`src/ohci_ptr_regs.svh`:
```
// Purpose: offsets, field positions, reset values of the list pointers
// Assumes: byte offsets relative to the memory base address window
// Notes: definitions only
`ifndef OHCI_PTR_REGS_SVH
`define OHCI_PTR_REGS_SVH

// register offsets in the memory window
`define OFS_CTRL_HEAD 8'h20
`define OFS_CTRL_CURRENT 8'h24
`define OFS_BULK_HEAD 8'h28

// pointer field and reserved low bits
`define PTR_MSB 31
`define PTR_LSB 4
`define PTR_RSVD 4'h0
`define PTR_RESET 28'h0000000

// bits of neighbouring control registers
`define CLF_BIT 1
`define CLE_BIT 4

`endif

```
`src/ohci_ptr_pkg.sv`:
```
// Purpose: types shared by the list pointer block
// Assumes: pointers are 16-byte aligned descriptor addresses
// Notes: constants live in ohci_ptr_regs.svh
package ohci_ptr_pkg;

    typedef logic [27:0] ptr_type;

    typedef enum logic [3:0] {
        SEL_NONE = 4'b0001,
        SEL_CTRL_HEAD = 4'b0010,
        SEL_CTRL_CURRENT = 4'b0100,
        SEL_BULK_HEAD = 4'b1000
    } reg_sel_type;

    typedef struct packed {
        ptr_type ctrl_head;
        ptr_type bulk_head;
        logic [31:0] rdata;
        logic ack;
    } top_state_type;

    typedef struct packed {
        ptr_type current;
        logic clf_clear;
        logic empty;
    } cur_state_type;

endpackage

```
`src/ctrl_current_tracker.sv`:
```
// Purpose: control list current pointer and its end-of-list reload
// Assumes: list events arrive on i_clk from the list processor
// Notes: end-of-list beats descriptor advance beats software write
`timescale 1ns/1ns
`include "ohci_ptr_regs.svh"

module ctrl_current_tracker
    import ohci_ptr_pkg::*;
(
    // clock and reset
    input wire logic i_clk,
    input wire logic i_rst,
    // list processor
    input wire ptr_type i_head,
    input wire logic i_ed_done,
    input wire ptr_type i_next,
    input wire logic i_list_end,
    input wire logic i_clf,
    input wire logic i_enable,
    // software write
    input wire logic i_sw_wr,
    input wire ptr_type i_sw_data,
    // state
    output ptr_type o_current,
    output logic o_clf_clear,
    output logic o_empty
);

    cur_state_type st_ff;
    cur_state_type nxt_st;

    always_comb begin
        nxt_st = st_ff;
        nxt_st.clf_clear = 1'b0;
        if (i_list_end) begin
            if (i_clf) begin
                nxt_st.current = i_head; // see RULE9
                nxt_st.clf_clear = 1'b1; // see RULE9
            end
        end else if (i_ed_done) begin
            nxt_st.current = i_next; // see RULE6
        end else if (i_sw_wr && !i_enable) begin
            nxt_st.current = i_sw_data; // see RULE10
        end
        // zero pointer marks end of list
        nxt_st.empty = (nxt_st.current == `PTR_RESET); // see RULE11
    end

    always_ff @(posedge i_clk) begin
        if (i_rst) begin
            st_ff <= '{current: `PTR_RESET, clf_clear: 1'b0,
                       empty: 1'b1}; // see RULE11
        end else begin
            st_ff <= nxt_st;
        end
    end

    assign o_current = st_ff.current;
    assign o_clf_clear = st_ff.clf_clear;
    assign o_empty = st_ff.empty;
endmodule // ctrl_current_tracker

```
`src/ohci_ctrl_bulk_ptrs.sv`:
```
// Purpose: control and bulk list pointer registers of the host controller
// Assumes: one-cycle register access strobe on i_clk, answer one cycle on
// Notes: unmapped offsets read zero and ignore writes
`timescale 1ns/1ns
`include "ohci_ptr_regs.svh"

// Overview of operation
// RULE1 - head 20h, current 24h, bulk head 28h
// RULE2 - control head holds address in bits 31:4
// RULE3 - control walk starts at control head
// RULE4 - initialization loads both heads from shared area
// RULE5 - control current holds served descriptor address
// RULE6 - advance current after serving descriptor
// RULE7 - each frame resumes where last stopped
// RULE8 - end of list, filled clear: do nothing
// RULE9 - filled set: copy head, clear bit
// RULE10 - software rewrites current only when disabled
// RULE11 - current resets zero; zero ends list
// RULE12 - bulk head read-write, bits 31:4, reset zero
// RULE13 - bulk walk starts at bulk head
// RULE14 - software writes reserved bulk bits zero
// RULE15 - reserved bits 3:0 always read zero
module ohci_ctrl_bulk_ptrs
    import ohci_ptr_pkg::*;
#(
    parameter int ADDR_W = 8
)
(
    // clock and reset
    input wire logic i_clk,
    input wire logic i_rst,
    // memory window access
    input wire logic i_mem_sel,
    input wire logic i_mem_wr,
    input wire logic [ADDR_W-1:0] i_mem_addr,
    input wire logic [31:0] i_mem_wdata,
    output logic [31:0] o_mem_rdata,
    output logic o_mem_ack,
    // initialization from the shared area
    input wire logic i_init_load,
    input wire logic [31:0] i_hcca_ctrl_head,
    input wire logic [31:0] i_hcca_bulk_head,
    // list processor
    input wire logic i_ed_done,
    input wire logic [31:0] i_next_ed,
    input wire logic i_list_end,
    input wire logic [31:0] i_command_status_reg,
    input wire logic [31:0] i_control_reg,
    // pointers toward the list processor
    output logic [31:0] o_ctrl_head_addr,
    output logic [31:0] o_ctrl_current_addr,
    output logic [31:0] o_bulk_head_addr,
    output logic o_ctrl_list_empty,
    output logic o_clf_clear
);

    // elaboration check: the register offsets need eight address bits
    if (ADDR_W < 8) begin : g_addr_check
        $error("ADDR_W must cover the 8-bit offsets");
    end

    ////////////////////////////////////////////////////////////////////////
    // offset decode

    function automatic reg_sel_type decode_sel(
        input logic [ADDR_W-1:0] addr
    );
        reg_sel_type sel;
        sel = SEL_NONE;
        if ((addr >> 8) == '0) begin
            unique case (addr[7:0])
                `OFS_CTRL_HEAD: sel = SEL_CTRL_HEAD; // see RULE1
                `OFS_CTRL_CURRENT: sel = SEL_CTRL_CURRENT; // see RULE1
                `OFS_BULK_HEAD: sel = SEL_BULK_HEAD; // see RULE1
                default: sel = SEL_NONE;
            endcase
        end
        return sel;
    endfunction

    function automatic logic [31:0] widen(input ptr_type p);
        return {p, `PTR_RSVD}; // see RULE15
    endfunction

    ////////////////////////////////////////////////////////////////////////
    // state

    top_state_type st_ff;
    top_state_type nxt_st;
    reg_sel_type sel;
    logic rd_req;
    logic wr_req;
    logic control_list_filled;
    logic cle;
    ptr_type current;
    logic cur_clf_clear;
    logic cur_empty;

    assign sel = decode_sel(i_mem_addr);
    assign rd_req = i_mem_sel && !i_mem_wr;
    assign wr_req = i_mem_sel && i_mem_wr;
    assign control_list_filled = i_command_status_reg[`CLF_BIT]; // see RULE8
    assign cle = i_control_reg[`CLE_BIT]; // see RULE10

    ////////////////////////////////////////////////////////////////////////
    // control current pointer

    ctrl_current_tracker u_tracker (
        .i_clk(i_clk),
        .i_rst(i_rst),
        .i_head(st_ff.ctrl_head),
        .i_ed_done(i_ed_done),
        .i_next(i_next_ed[`PTR_MSB:`PTR_LSB]), // see RULE5
        .i_list_end(i_list_end),
        .i_clf(control_list_filled),
        .i_enable(cle),
        .i_sw_wr(wr_req && sel == SEL_CTRL_CURRENT),
        .i_sw_data(i_mem_wdata[`PTR_MSB:`PTR_LSB]),
        .o_current(current),
        .o_clf_clear(cur_clf_clear),
        .o_empty(cur_empty)
    );

    ////////////////////////////////////////////////////////////////////////
    // register file and read path

    always_comb begin
        nxt_st = st_ff;
        nxt_st.ack = i_mem_sel;
        nxt_st.rdata = 32'h00000000;
        if (rd_req) begin
            unique case (sel)
                SEL_CTRL_HEAD: nxt_st.rdata = widen(st_ff.ctrl_head); // see RULE2
                SEL_CTRL_CURRENT: nxt_st.rdata = widen(current); // see RULE5
                SEL_BULK_HEAD: nxt_st.rdata = widen(st_ff.bulk_head); // see RULE12
                SEL_NONE: nxt_st.rdata = 32'h00000000;
            endcase
        end
        // low bits are dropped, so a nonzero reserved write is harmless
        if (wr_req && sel == SEL_BULK_HEAD) begin
            nxt_st.bulk_head = i_mem_wdata[`PTR_MSB:`PTR_LSB]; // see RULE14
        end
        // initialization wins over a software write in the same cycle
        if (i_init_load) begin
            nxt_st.ctrl_head =
                i_hcca_ctrl_head[`PTR_MSB:`PTR_LSB]; // see RULE4
            nxt_st.bulk_head =
                i_hcca_bulk_head[`PTR_MSB:`PTR_LSB]; // see RULE4
        end
    end

    always_ff @(posedge i_clk) begin
        if (i_rst) begin
            st_ff <= '{ctrl_head: `PTR_RESET, bulk_head: `PTR_RESET,
                       rdata: 32'h00000000, ack: 1'b0}; // see RULE12
        end else begin
            st_ff <= nxt_st;
        end
    end

    ////////////////////////////////////////////////////////////////////////
    // outputs

    assign o_mem_rdata = st_ff.rdata;
    assign o_mem_ack = st_ff.ack;
    assign o_ctrl_head_addr = widen(st_ff.ctrl_head); // see RULE3
    assign o_ctrl_current_addr = widen(current);
    assign o_bulk_head_addr = widen(st_ff.bulk_head); // see RULE13
    assign o_ctrl_list_empty = cur_empty;
    assign o_clf_clear = cur_clf_clear;
endmodule // ohci_ctrl_bulk_ptrs

```
`config.mk`:
```
export PLATFORM = sky130hd
export DESIGN_NAME = ohci_ctrl_bulk_ptrs
export DESIGN_NICKNAME = d
export VERILOG_FILES = /design/src/ohci_ptr_pkg.sv /design/src/ctrl_current_tracker.sv /design/src/ohci_ctrl_bulk_ptrs.sv
export VERILOG_INCLUDE_DIRS = /design/src
export SDC_FILE = /design/constraint.sdc
export NUM_CORES = 1
export LEC_CHECK = 0
export BUFFER_PORTS_ARGS = -buffer_cell sky130_fd_sc_hd__buf_2
export CELL_PAD_IN_SITES_DETAIL_PLACEMENT = 0
export CELL_PAD_IN_SITES_GLOBAL_PLACEMENT = 2
export CORE_MARGIN = 4
export CORE_UTILIZATION = 25
export DETAILED_ROUTE_END_ITERATION = 7
export PLACE_DENSITY_LB_ADDON = 0.12
export SYNTH_ARGS = -nofsm -noshare
export SYNTH_HDL_FRONTEND = slang
export SYNTH_SLANG_ARGS = --single-unit
export TNS_END_PERCENT = 50
```
`constraint.sdc`:
```
create_clock -name i_clk -period 5.7 [get_ports i_clk]
set_input_delay 1.14 -clock i_clk [delete_from_list [all_inputs] [get_ports i_clk]]
set_output_delay 1.14 -clock i_clk [all_outputs]
set_load 0.05 [all_outputs]
```
== Yosys cells after proc, flatten, opt, wreduce, memory -nomap -nowiden ==
Index checks and enable logic that the tools add are counted.

* Flip-flop bits (word level): 119
* Input port bits: 207
* Output and inout port bits: 131
* Logic and storage cells: 35

* Bitwise gates (word level): 2
* Equal/unequal tests: 7
* Reduce and logical (&&, ||, !) cells: 11
* Muxes and demuxes: 8

{| class="wikitable"
|+ Operators by type and width
! cell !! count
|-
| 28-bit 2-to-1 mux || 5
|-
| 32-bit case mux with 4 select lines || 1
|-
| 29-bit 2-to-1 mux || 1
|-
| 28-bit logical NOT || 1
|-
| 8-bit by 6-bit equality test with 1-bit output, second input constant || 3
|-
| 4-bit case mux with 3 select lines || 1
|-
| 1-bit logical AND || 5
|-
| 4-bit by 1-bit equality test with 1-bit output, second input constant || 1
|-
| 4-bit by 2-bit equality test with 1-bit output, second input constant || 1
|-
| 4-bit by 3-bit equality test with 1-bit output, second input constant || 1
|-
| 4-bit equality test, second input constant || 1
|-
| 2-bit OR reduction || 2
|-
| 1-bit logical NOT || 2
|-
| 1-bit NOT || 2
|-
| 2-bit nonzero test || 1
|}

== Depth between registers and ports, before layout ==
Gate-level depths: netlist (run 1).

* Depth after elaboration: 9
* Depth in mapped cells: 10
* Mapped depth without buffers: 7

== Cells and area by module ==
A second synthesis (run 1) with hierarchy kept.

* Cells, all modules: 591
* Area total of the unflattened synthesis: 5,768.0 sq um

{| class="wikitable"
|+ Modules (own cells, without submodules)
! module !! times used !! area an instance (sq um) !! seq. area each (sq um) !! cells each
|-
| ohci_ctrl_bulk_ptrs || 1 || 3,641.0 || 1,701.6 || 336
|-
| ctrl_current_tracker || 1 || 2,127.0 || 600.6 || 255
|}

== Worst setup path before layout (run 1) ==
OpenSTA, ideal clock, no wires.

* Kind: input port to flip-flop
* Start: input i_mem_addr[4]
* End: register u_tracker.st_ff, in the netlist u_tracker.o_empty
* Path buffers: 1
* Slack: 2,611 ps
* Data arrival time: 3,018 ps
* Required time: 5,630 ps
* Library setup time: 70 ps
* Stages on the path: 8
* Cells stage by stage: or4b_1 > clkbuf_2 > o31ai_2 > a31oi_1 > or4_1 > nor4_2 > nand4_1 > o21bai_1

* Word-level cells in the longest chain between the ends: 9
* Elaborated cells on any way between the ends: 11
* Classes of those cells: 4 x eq/ne; 4 x mux; 3 x reduce/logical

{| class="wikitable"
|+ RTL lines
! item !! line !! text
|-
| from (decl) || ohci_ctrl_bulk_ptrs.sv:35 || <nowiki>input wire logic [ADDR_W-1:0] i_mem_addr,</nowiki>
|-
| 8-bit by 6-bit equality test with 1-bit output || ohci_ctrl_bulk_ptrs.sv:71 || <nowiki>unique case (addr[7:0])</nowiki>
|-
| 4-bit case mux with 3 select lines * || ohci_ctrl_bulk_ptrs.sv:71 ||
|-
| 4-bit by 3-bit equality test with 1-bit output * || ohci_ctrl_bulk_ptrs.sv:117 || <nowiki>.i_sw_wr(wr_req && sel == SEL_CTRL_CURRENT),</nowiki>
|-
| 1-bit logical AND * || ohci_ctrl_bulk_ptrs.sv:117 ||
|-
| 1-bit logical AND * || ctrl_current_tracker.sv:42 || <nowiki>end else if (i_sw_wr && !i_enable) begin</nowiki>
|-
| 28-bit 2-to-1 mux * || ctrl_current_tracker.sv:42 ||
|-
| 28-bit 2-to-1 mux * || ctrl_current_tracker.sv:40 || <nowiki>end else if (i_ed_done) begin</nowiki>
|-
| 28-bit 2-to-1 mux * || ctrl_current_tracker.sv:35 || <nowiki>if (i_list_end) begin</nowiki>
|-
| 28-bit logical NOT (no source line) * || n/a ||
|-
| to (signal assigned) || ctrl_current_tracker.sv:51 || <nowiki>st_ff <= '{current: `PTR_RESET, clf_clear: 1'b0,</nowiki>
|-
| to (signal assigned) || ctrl_current_tracker.sv:54 || <nowiki>st_ff <= nxt_st;</nowiki>
|-
| to (decl) || ctrl_current_tracker.sv:29 || <nowiki>cur_state_type st_ff;</nowiki>
|}

Mark *: on every way between the ends. The rest lies on a longest branch, timed or not.
A chain may end at the register's enable or synchronous reset.

== Final worst setup path (run 1) ==
Ends and elaborated chain as after synthesis.

==> results of run 1 <==
[kinds of logic (layout without fill, tap and decap cells)]
| group | after synthesis | in the layout | synth area share |
|---|---|---|---|
| other cells | 1 | 17 | 0.000655 |
| buf+inv | 101 | 312 | 0.0789 |
| mux | 95 | 95 | 0.169 |
| simple gates | 233 | 233 | 0.186 |
| compound gates | 141 | 141 | 0.164 |
| flops | 115 | 115 | 0.402 |
[layer usage]
layer  track usage  wire length (µm)  up-vias
met2         0.310             11300      193
met5             0                26        -
li1              -                 -     2821
met3        0.0469              1400       21
met4        0.0481               252        4
met1         0.222             10200     2736
[critical path, stage by stage]
cell      delay [ns]
buf_2           0.11
nor4b_2         0.98
nand4_2         0.76
o221ai_1        0.53
o22ai_1         0.11
nor4_1          0.34
nand4_1         0.13
o21bai_1        0.16
[flip-flops by register name, indices dropped and copies added (netlist names)]
signal / flops
u_tracker.o_current: 28
o_ctrl_head_addr: 28
u_tracker.o_clf_clear: 1
o_bulk_head_addr: 28
o_mem_ack: 1
u_tracker.o_empty: 1
o_mem_rdata: 28
[final cells by class]
class                           count  area (µm²)
Multi-Input combinational cell    485        3050
Sequential cell                   115        2300
Inverter                           30         113
Antenna cell                        1        2.50
Tap cell                          285         357
Timing Repair Buffer              250        1270
Clock inverter                     12         155
Fill cell                        2456       14900
Clock buffer                       20         457
[power breakdown]
| group | total (mW) | internal, mW | switching [mW] | leakage, nW |
|---|---|---|---|---|
| logic | 0.466 | 0.142 | 0.324 | 2.58 |
| registers | 0.884 | 0.844 | 0.0402 | 0.945 |
| clock network | 1.11 | 0.711 | 0.399 | 0.296 |
[path summary, 6_finish.rpt]
path / end / cells after the start / slack (ns) / startpoint
max reg2reg: u_tracker.o_empty / 7 / 3.60 / o_ctrl_head_addr[17]
min reg2reg: o_mem_rdata[27] / 2 / 0.54 / u_tracker.o_current[23]
max: u_tracker.o_empty / 8 / 1.76 / i_mem_addr[4]
min: o_mem_rdata[27] / 2 / 0.54 / u_tracker.o_current[23]
[metrics by stage]
step | worst slack [ns] | utilization
6_report | 1.76 | 0.342
5_1_grt | 1.55 | 0.342
4_1_cts | 1.77 | 0.342
3_5_place_dp | 1.35 | 0.314
3_3_place_gp | 1.39 | 0.314
2_1_floorplan | 2.61 | -
[placed cells by master (no fill, tap or decap), types with 2 or more instances in the layout]
master	count
a21oi_1	60
a221oi_1	29
a2bb2oi_1	4
a31oi_1	4
and3_1	2
buf_2	241
buf_4	9
bufinv_16	3
clkbuf_16	17
clkbuf_8	2
clkinv_2	3
clkinv_4	3
clkinvlp_4	2
conb_1	16
dfxtp_1	115
inv_1	30
mux2_2	12
mux2i_1	83
nand2_1	18
nand2b_1	2
nand3_1	2
nand4_1	6
nor2_1	154
nor2b_1	10
nor3_1	16
nor4_1	2
o21ai_0	9
o221ai_1	14
o22ai_1	12
o31ai_1	4
or3_1	4
or3b_2	2
==> flow_metrics.py, run 1 <==
metrics = {
    "layout": {
        "instances_no_fill": 1198,
        "fin_nets": 1106,
        "drive_gt1_frac": 0.339,
        "stdcell_area_um2": 7710,
        "area_growth_pct": 34.6,
    },
    "worst_hold_path": {
        "hold_path.class": "reg -> reg",
    },
    "global_routing": {
        "antenna_found_initial": 2,
        "grt_start_max_net_pins": 89,
        "grt_pass1_wl_mm": 35.5,
        "grt_usage": 0.179,
        "grt_overflow": 0,
        "grt_pass1_vias": 5883,
    },
    "floorplanning": {
        "initial_core_util": 0.254,
        "rows": 55,
        "fp.dieW_um": 159,
        "die_area_um2": 25400,
        "die_h_um": 159,
        "io_pins": 338,
        "core-area_um2": 22600,
    },
    "routing": {
        "routed_wl_mm": 23.3,
        "viasPerCell": 4.82,
        "drcViolationCount": 0,
        "vias": 5775,
        "initialDrtViolationCount": 260,
        "ant_nets": 0,
        "drt_first_pass_iters": 4,
        "wl_per_cell_um": 19.4,
    },
    "clock_network": {
        "clock-sinks": 115,
        "ctsResizeCount": 0,
        "clockBufferDepth": 2,
        "htree_levels": 4,
        "ctsHoldBuffers": 0,
        "root_buffer": "clkbuf_16",
        "clk_pin_slew_ns": 0.05,
        "cts_inserted_buffers": 17,
        "cts_tree": "built",
        "clock_latency_ns": 0.42,
        "post_cts_buffers": 0,
    },
    "yosys": {
        "synth_edf_count": 0,
        "yosysWarnings": 0,
        "synth_most_common_cell": "nor2_1",
        "seq_area_frac_synth": 0.402,
        "syn_avg_cell_area_um2": 8.35,
        "yosys.cell_types.count": 47,
        "yosys-top-cells-count": "nor2_1, dfxtp_1, mux2i_1, a21oi_1, clkbuf_1",
        "synthArstFlopShare": 0,
        "synth-main-ff-cell": "dfxtp_1",
        "synth_top_cell_by_area": "dfxtp_1",
        "synth-seq-cells": 115,
        "synth_area_um2": 5730,
        "yosys.area.top_type_share": 0.402,
        "syn_inst": 686,
        "synth.area.top_cells": "dfxtp_1, mux2i_1, nor2_1",
    },
    "sta": {
        "finalCritPeriodShare": 0.691,
        "hold_slack_ns": 0.536,
        "finalSetupViolations": 0,
        "rsz0062_at_grt": "false",
        "hold_viol_final": 0,
        "worst_pin_slew_ns": 1.15,
        "final_max_slew_viol_count": 0,
        "skew_ns": 0.00749,
        "min_period_ns": 3.94,
        "tns_ns": 0,
        "fmax_mhz": 254,
        "maxSlewHeadroom": 0.230,
    },
    "pwr": {
        "fin_total_pwr_mw": 2.46,
        "ir_drop_v": 0.000138,
        "powerDensity_nw_per_um2": 319,
        "p_leak_nw": 3.82,
    },
    "critical_path": {
        "cp.required_ns": 6.04,
        "path_class": "in -> reg",
        "cp_max_fo": 15,
        "endpoint_kind": "flip-flop",
        "worstSetupStartpointType": "input port",
        "arrival_ns": 4.28,
    },
    "flow_run": {
        "maxCapViolations": 0,
    },
    "status": {
        "status": "finished, final reports clean",
    },
    "placed_design": {
        "place_hpwl_mm": 16.5,
        "gp_congestion": 0.743,
        "portBuffers": 243,
        "dp.cells": 1165,
        "post_dp_cell_area_um2": 7100,
    },
}
No activity file was read; power rests on OpenSTA's default activity.
==> run 2: changes to the inputs <==
--- a/config.mk
+++ b/config.mk
@@ -10,7 +10,7 @@
 export CELL_PAD_IN_SITES_DETAIL_PLACEMENT = 0
 export CELL_PAD_IN_SITES_GLOBAL_PLACEMENT = 2
 export CORE_MARGIN = 4
-export CORE_UTILIZATION = 25
+export CORE_UTILIZATION = 21
 export DETAILED_ROUTE_END_ITERATION = 7
 export PLACE_DENSITY_LB_ADDON = 0.12
 export SYNTH_ARGS = -nofsm -noshare
==> constraint.sdc (replaced) <==
create_clock -name i_clk -period 3.3 [get_ports i_clk]
set_input_delay 0.66 -clock i_clk [delete_from_list [all_inputs] [get_ports i_clk]]
set_output_delay 0.66 -clock i_clk [all_outputs]
set_load 0.05 [all_outputs]
==> flow_metrics.py, run 2 (synthesis gave the netlist of run 1 again) <==
metrics = {
    "sta": {
        "tns_ns": 0,
        "fmax_mhz": 375,
        "worst_pin_slew_ns": 0.930,
        "final_max_slew_viol_count": 0,
        "rsz0062_at_grt": "false",
        "finalSetupViolations": 0,
        "hold_viol_final": 0,
        "finalCritPeriodShare": 0.809,
        "maxSlewHeadroom": 0.379,
        "min_period_ns": 2.67,
        "skew_ns": 0.0105,
    },
    "global_routing": {
        "grt_usage": 0.168,
        "grt_pass1_vias": 5807,
        "grt_start_max_net_pins": 56,
        "grt_pass1_wl_mm": 38.6,
        "antenna_found_initial": 1,
        "grt_overflow": 0,
    },
    "layout": {
        "stdcell_area_um2": 7840,
        "final_common_cell": "buf_2",
        "drive_gt1_frac": 0.350,
        "seqCellArea_um2": 2300,
        "multi_input_area_um2": 3050,
        "nFillCells": 3019,
        "mostFrequentLayoutCells": "buf_2, nor2_1, dfxtp_1",
        "area_growth_pct": 36.9,
        "antennaDiodeCount": 0,
        "fin_nets": 1126,
    },
    "critical_path": {
        "worstSetupStartpointType": "input port",
        "endpoint_kind": "flip-flop",
        "path_class": "in -> reg",
        "cp.required_ns": 3.63,
        "regToRegSetupSlack_ns": 1.27,
        "rr_worst_depth": 7,
        "arrival_ns": 3.00,
        "cp_max_fo": 7,
    },
    "routing": {
        "viasPerCell": 4.52,
        "initialDrtViolationCount": 191,
        "ant_nets": 0,
        "drt_first_pass_iters": 4,
        "routed_wl_mm": 25.6,
        "drcViolationCount": 0,
        "vias": 5744,
        "wl_per_cell_um": 20.1,
    },
    "floorplanning": {
        "rows": 60,
        "die_area_um2": 30000,
        "fp.dieW_um": 173,
        "io_pins": 338,
        "die_h_um": 173,
        "core-area_um2": 26900,
        "initial_core_util": 0.213,
    },
    "clock_network": {
        "cts_inserted_buffers": 17,
        "clk_pin_slew_ns": 0.06,
        "cts_tree": "built",
        "ctsResizeCount": 0,
        "root_buffer": "clkbuf_16",
        "htree_levels": 4,
        "ctsHoldBuffers": 0,
        "clockBufferDepth": 2,
        "post_cts_buffers": 0,
        "clock_latency_ns": 0.41,
        "clock-sinks": 115,
    },
    "worst_hold_path": {
        "holdPathStages": 3,
        "hold_path.class": "in -> reg",
    },
    "pwr": {
        "ir_drop_v": 0.000201,
        "p_leak_nw": 3.87,
        "fin_total_pwr_mw": 4.00,
        "powerDensity_nw_per_um2": 510,
    },
    "flow_run": {
        "maxCapViolations": 0,
    },
    "placed_design": {
        "post_dp_cell_area_um2": 7330,
        "gp_congestion": 0.712,
        "place_hpwl_mm": 18.9,
        "portBuffers": 243,
    },
    "status": {
        "status": "finished, final reports clean",
    },
}
==> run 2: cell types whose count changed in the layout (fill, tap and decap cells not counted), sizes merged <==
| cell | delta |
|---|---|
| buf | +20 |
| bufinv | -3 |
| clkinv | +1 |
| clkinvlp | +2 |
| diode | -1 |
| inv | -1 |
==> run 2: critical path: stages <==
cell      delay [ns]
buf_2           0.11
or4b_1          0.73
o31ai_1         0.32
a31oi_1         0.14
or4_1           0.57
nor4_2          0.22
nand4_1         0.12
o21bai_1        0.14
==> run 2: area by class of cell <==
class / count / area share
clock inverters: 11 / 0.00830
well taps: 341 / 0.0544
flip-flops and latches: 115 / 0.294
clock buffers: 20 / 0.0570
inverters: 30 / 0.0144
multi-input cells: 485 / 0.389
repair buffers: 270 / 0.183
==> run 2: per-layer routing <==
metal  vias up  track usage  wire length, µm
met2       162        0.281            12300
li1       2856            -                -
met1      2712        0.220            11700
met4         2       0.0309              148
met5         -            0                7
met3        12       0.0461             1450
==> run 2: worst paths after layout <==
check                                from                    to
setup reg to reg  u_tracker.o_current[21]     u_tracker.o_empty
hold / removal       i_hcca_bulk_head[22]  o_bulk_head_addr[22]
setup / recovery            i_mem_addr[4]     u_tracker.o_empty
hold reg to reg   u_tracker.o_current[18]       o_mem_rdata[22]
==> run 2: through the flow <==
stage | hold WS [ns] | setup WS, ns | cells | util
global placement | 0.533 | 0.190 | 1241 | 0.273
CTS | 0.455 | 0.610 | 1272 | 0.292
detailed placement | 0.533 | 0.191 | 1241 | 0.273
finish | 0.478 | 0.630 | 1272 | 0.292
global route | 0.459 | 0.455 | 1272 | 0.292
floorplan | 0.750 | 0.691 | 701 | -
==> run 2: where the power goes <==
| part | switching [mW] | leakage [nW] | internal, mW |
|---|---|---|---|
| sequential | 0.0703 | 0.945 | 1.46 |
| combinational | 0.568 | 2.68 | 0.256 |
| clock | 0.686 | 0.247 | 0.963 |
| total | 1.32 | 3.87 | 2.68 |
==> run 3: changes to the inputs <==
==> constraint.sdc (replaced) <==
create_clock -name i_clk -period 2.3 [get_ports i_clk]
set_input_delay 0.46 -clock i_clk [delete_from_list [all_inputs] [get_ports i_clk]]
set_output_delay 0.46 -clock i_clk [all_outputs]
set_load 0.05 [all_outputs]
==> flow_metrics.py, run 3 (synthesis gave the netlist of run 1 again) <==
metrics = {
    "routing": {
        "wl_per_cell_um": 19.5,
        "routed_wl_mm": 25.7,
        "ant_nets": 0,
        "drt_first_pass_iters": 5,
        "initialDrtViolationCount": 212,
        "drcViolationCount": 0,
        "vias": 5944,
        "viasPerCell": 4.51,
    },
    "critical_path": {
        "cp_max_fo": 13,
        "cp.required_ns": 2.60,
        "arrival_ns": 2.48,
        "path_class": "in -> reg",
        "cp_cell_sequence": "buf_2 > or4b_4 > buf_4 > nor2_1 > nand4b_1 > buf_4 > mux2_2 > mux2i_1 > nor2_1",
        "worstSetupStartpointType": "input port",
        "endpoint_kind": "flip-flop",
        "cp_top_family": "simple AND/OR/NAND/NOR gates",
        "slowest_delay_ns": 0.60,
        "crit_buf_inv": 3,
        "slowest_stage": "or4b_4",
    },
    "worst_hold_path": {
        "hold_path.class": "in -> reg",
    },
    "layout": {
        "mostFrequentLayoutCells": "buf_2, nor2_1, dfxtp_1",
        "nFillCells": 3000,
        "drive_gt1_frac": 0.383,
        "multi_input_area_um2": 3070,
        "fin_nets": 1170,
        "final_common_cell": "buf_2",
        "instances_no_fill": 1319,
        "seqCellArea_um2": 2300,
        "final_util": 0.314,
        "stdcell_area_um2": 8450,
        "area_growth_pct": 47.5,
    },
    "sta": {
        "min_period_ns": 2.19,
        "finalCritPeriodShare": 0.951,
        "tns_ns": 0,
        "layout_setup_ws_ns": 0.113,
        "skew_ns": 0.0120,
        "fmax_mhz": 457,
        "finalSetupViolations": 0,
        "worst_pin_slew_ns": 0.900,
        "hold_slack_ns": 0.274,
        "maxSlewHeadroom": 0.399,
        "final_max_slew_viol_count": 0,
        "hold_viol_final": 0,
    },
    "clock_network": {
        "root_buffer": "clkbuf_16",
        "cts_inserted_buffers": 17,
        "clock-sinks": 115,
        "clk_pin_slew_ns": 0.06,
        "cts_tree": "built",
        "htree_levels": 4,
        "clockBufferDepth": 2,
        "clock_latency_ns": 0.42,
    },
    "placed_design": {
        "dp.cells": 1285,
        "place_hpwl_mm": 19.2,
        "portBuffers": 243,
        "place_ws_ns": -0.418,
        "post_dp_cell_area_um2": 7720,
        "gp_congestion": 0.743,
    },
    "pwr": {
        "ir_drop_v": 0.000414,
        "powerDensity_nw_per_um2": 787,
        "fin_total_pwr_mw": 6.65,
        "p_leak_nw": 4.20,
    },
    "global_routing": {
        "antenna_found_initial": 2,
        "grt_pass1_wl_mm": 38.1,
        "grt_pass1_vias": 6018,
        "grt_start_max_net_pins": 81,
        "grt_usage": 0.166,
        "grt_overflow": 0,
    },
    "floorplanning": {
        "die_h_um": 173,
        "io_pins": 338,
        "core-area_um2": 26900,
        "rows": 60,
        "fp.dieW_um": 173,
        "die_area_um2": 30000,
        "initial_core_util": 0.213,
    },
    "status": {
        "status": "finished, final reports clean",
    },
    "flow_run": {
        "maxCapViolations": 0,
    },
}
run 3: area by class of cell:
cell class	count	share of cell area
antenna	2	0.000592
inverter	30	0.0133
sequential	115	0.273
multi-input combinational	485	0.364
tap	341	0.0505
clock inverter	12	0.0299
clock buffer	20	0.0529
timing repair buffer	314	0.217
run 3: where the power goes:
group | switching, mW | internal [mW]
Combinational | 0.832 | 0.421
Sequential | 0.0991 | 2.09
Clock | 1.03 | 2.18
run 3: path summary, 6_finish.rpt:
| path | cells past startpoint | startpoint | slack (ns) | endpoint |
|---|---|---|---|---|
| max | 9 | i_mem_addr[4] | 0.11 | o_bulk_head_addr[16] |
| min | 3 | i_hcca_bulk_head[24] | 0.27 | o_bulk_head_addr[24] |
| max reg2reg | 7 | u_tracker.o_current[21] | 0.33 | u_tracker.o_empty |
| min reg2reg | 2 | u_tracker.o_current[18] | 0.54 | o_mem_rdata[22] |
run 3: tightest hold or removal path, cell delays in order:
cell and delay (ns):
buf_2 0.08, a21oi_1 0.05, nor2_1 0.07
run 3: what timing repair did:
action                     4_1_cts  5_1_grt
setup buffers                    0        0
gates resized for setup          0        4
setup endpoints to repair        0       32
hold buffers                     0        0
run 3: routing by layer:
| layer | part of all wire | GRT usage |
|---|---|---|
| met5 | 0.00078 | 0 |
| met1 | 0.45 | 0.214 |
| met3 | 0.063 | 0.0470 |
| met4 | 0.0083 | 0.0343 |
| met2 | 0.48 | 0.279 |
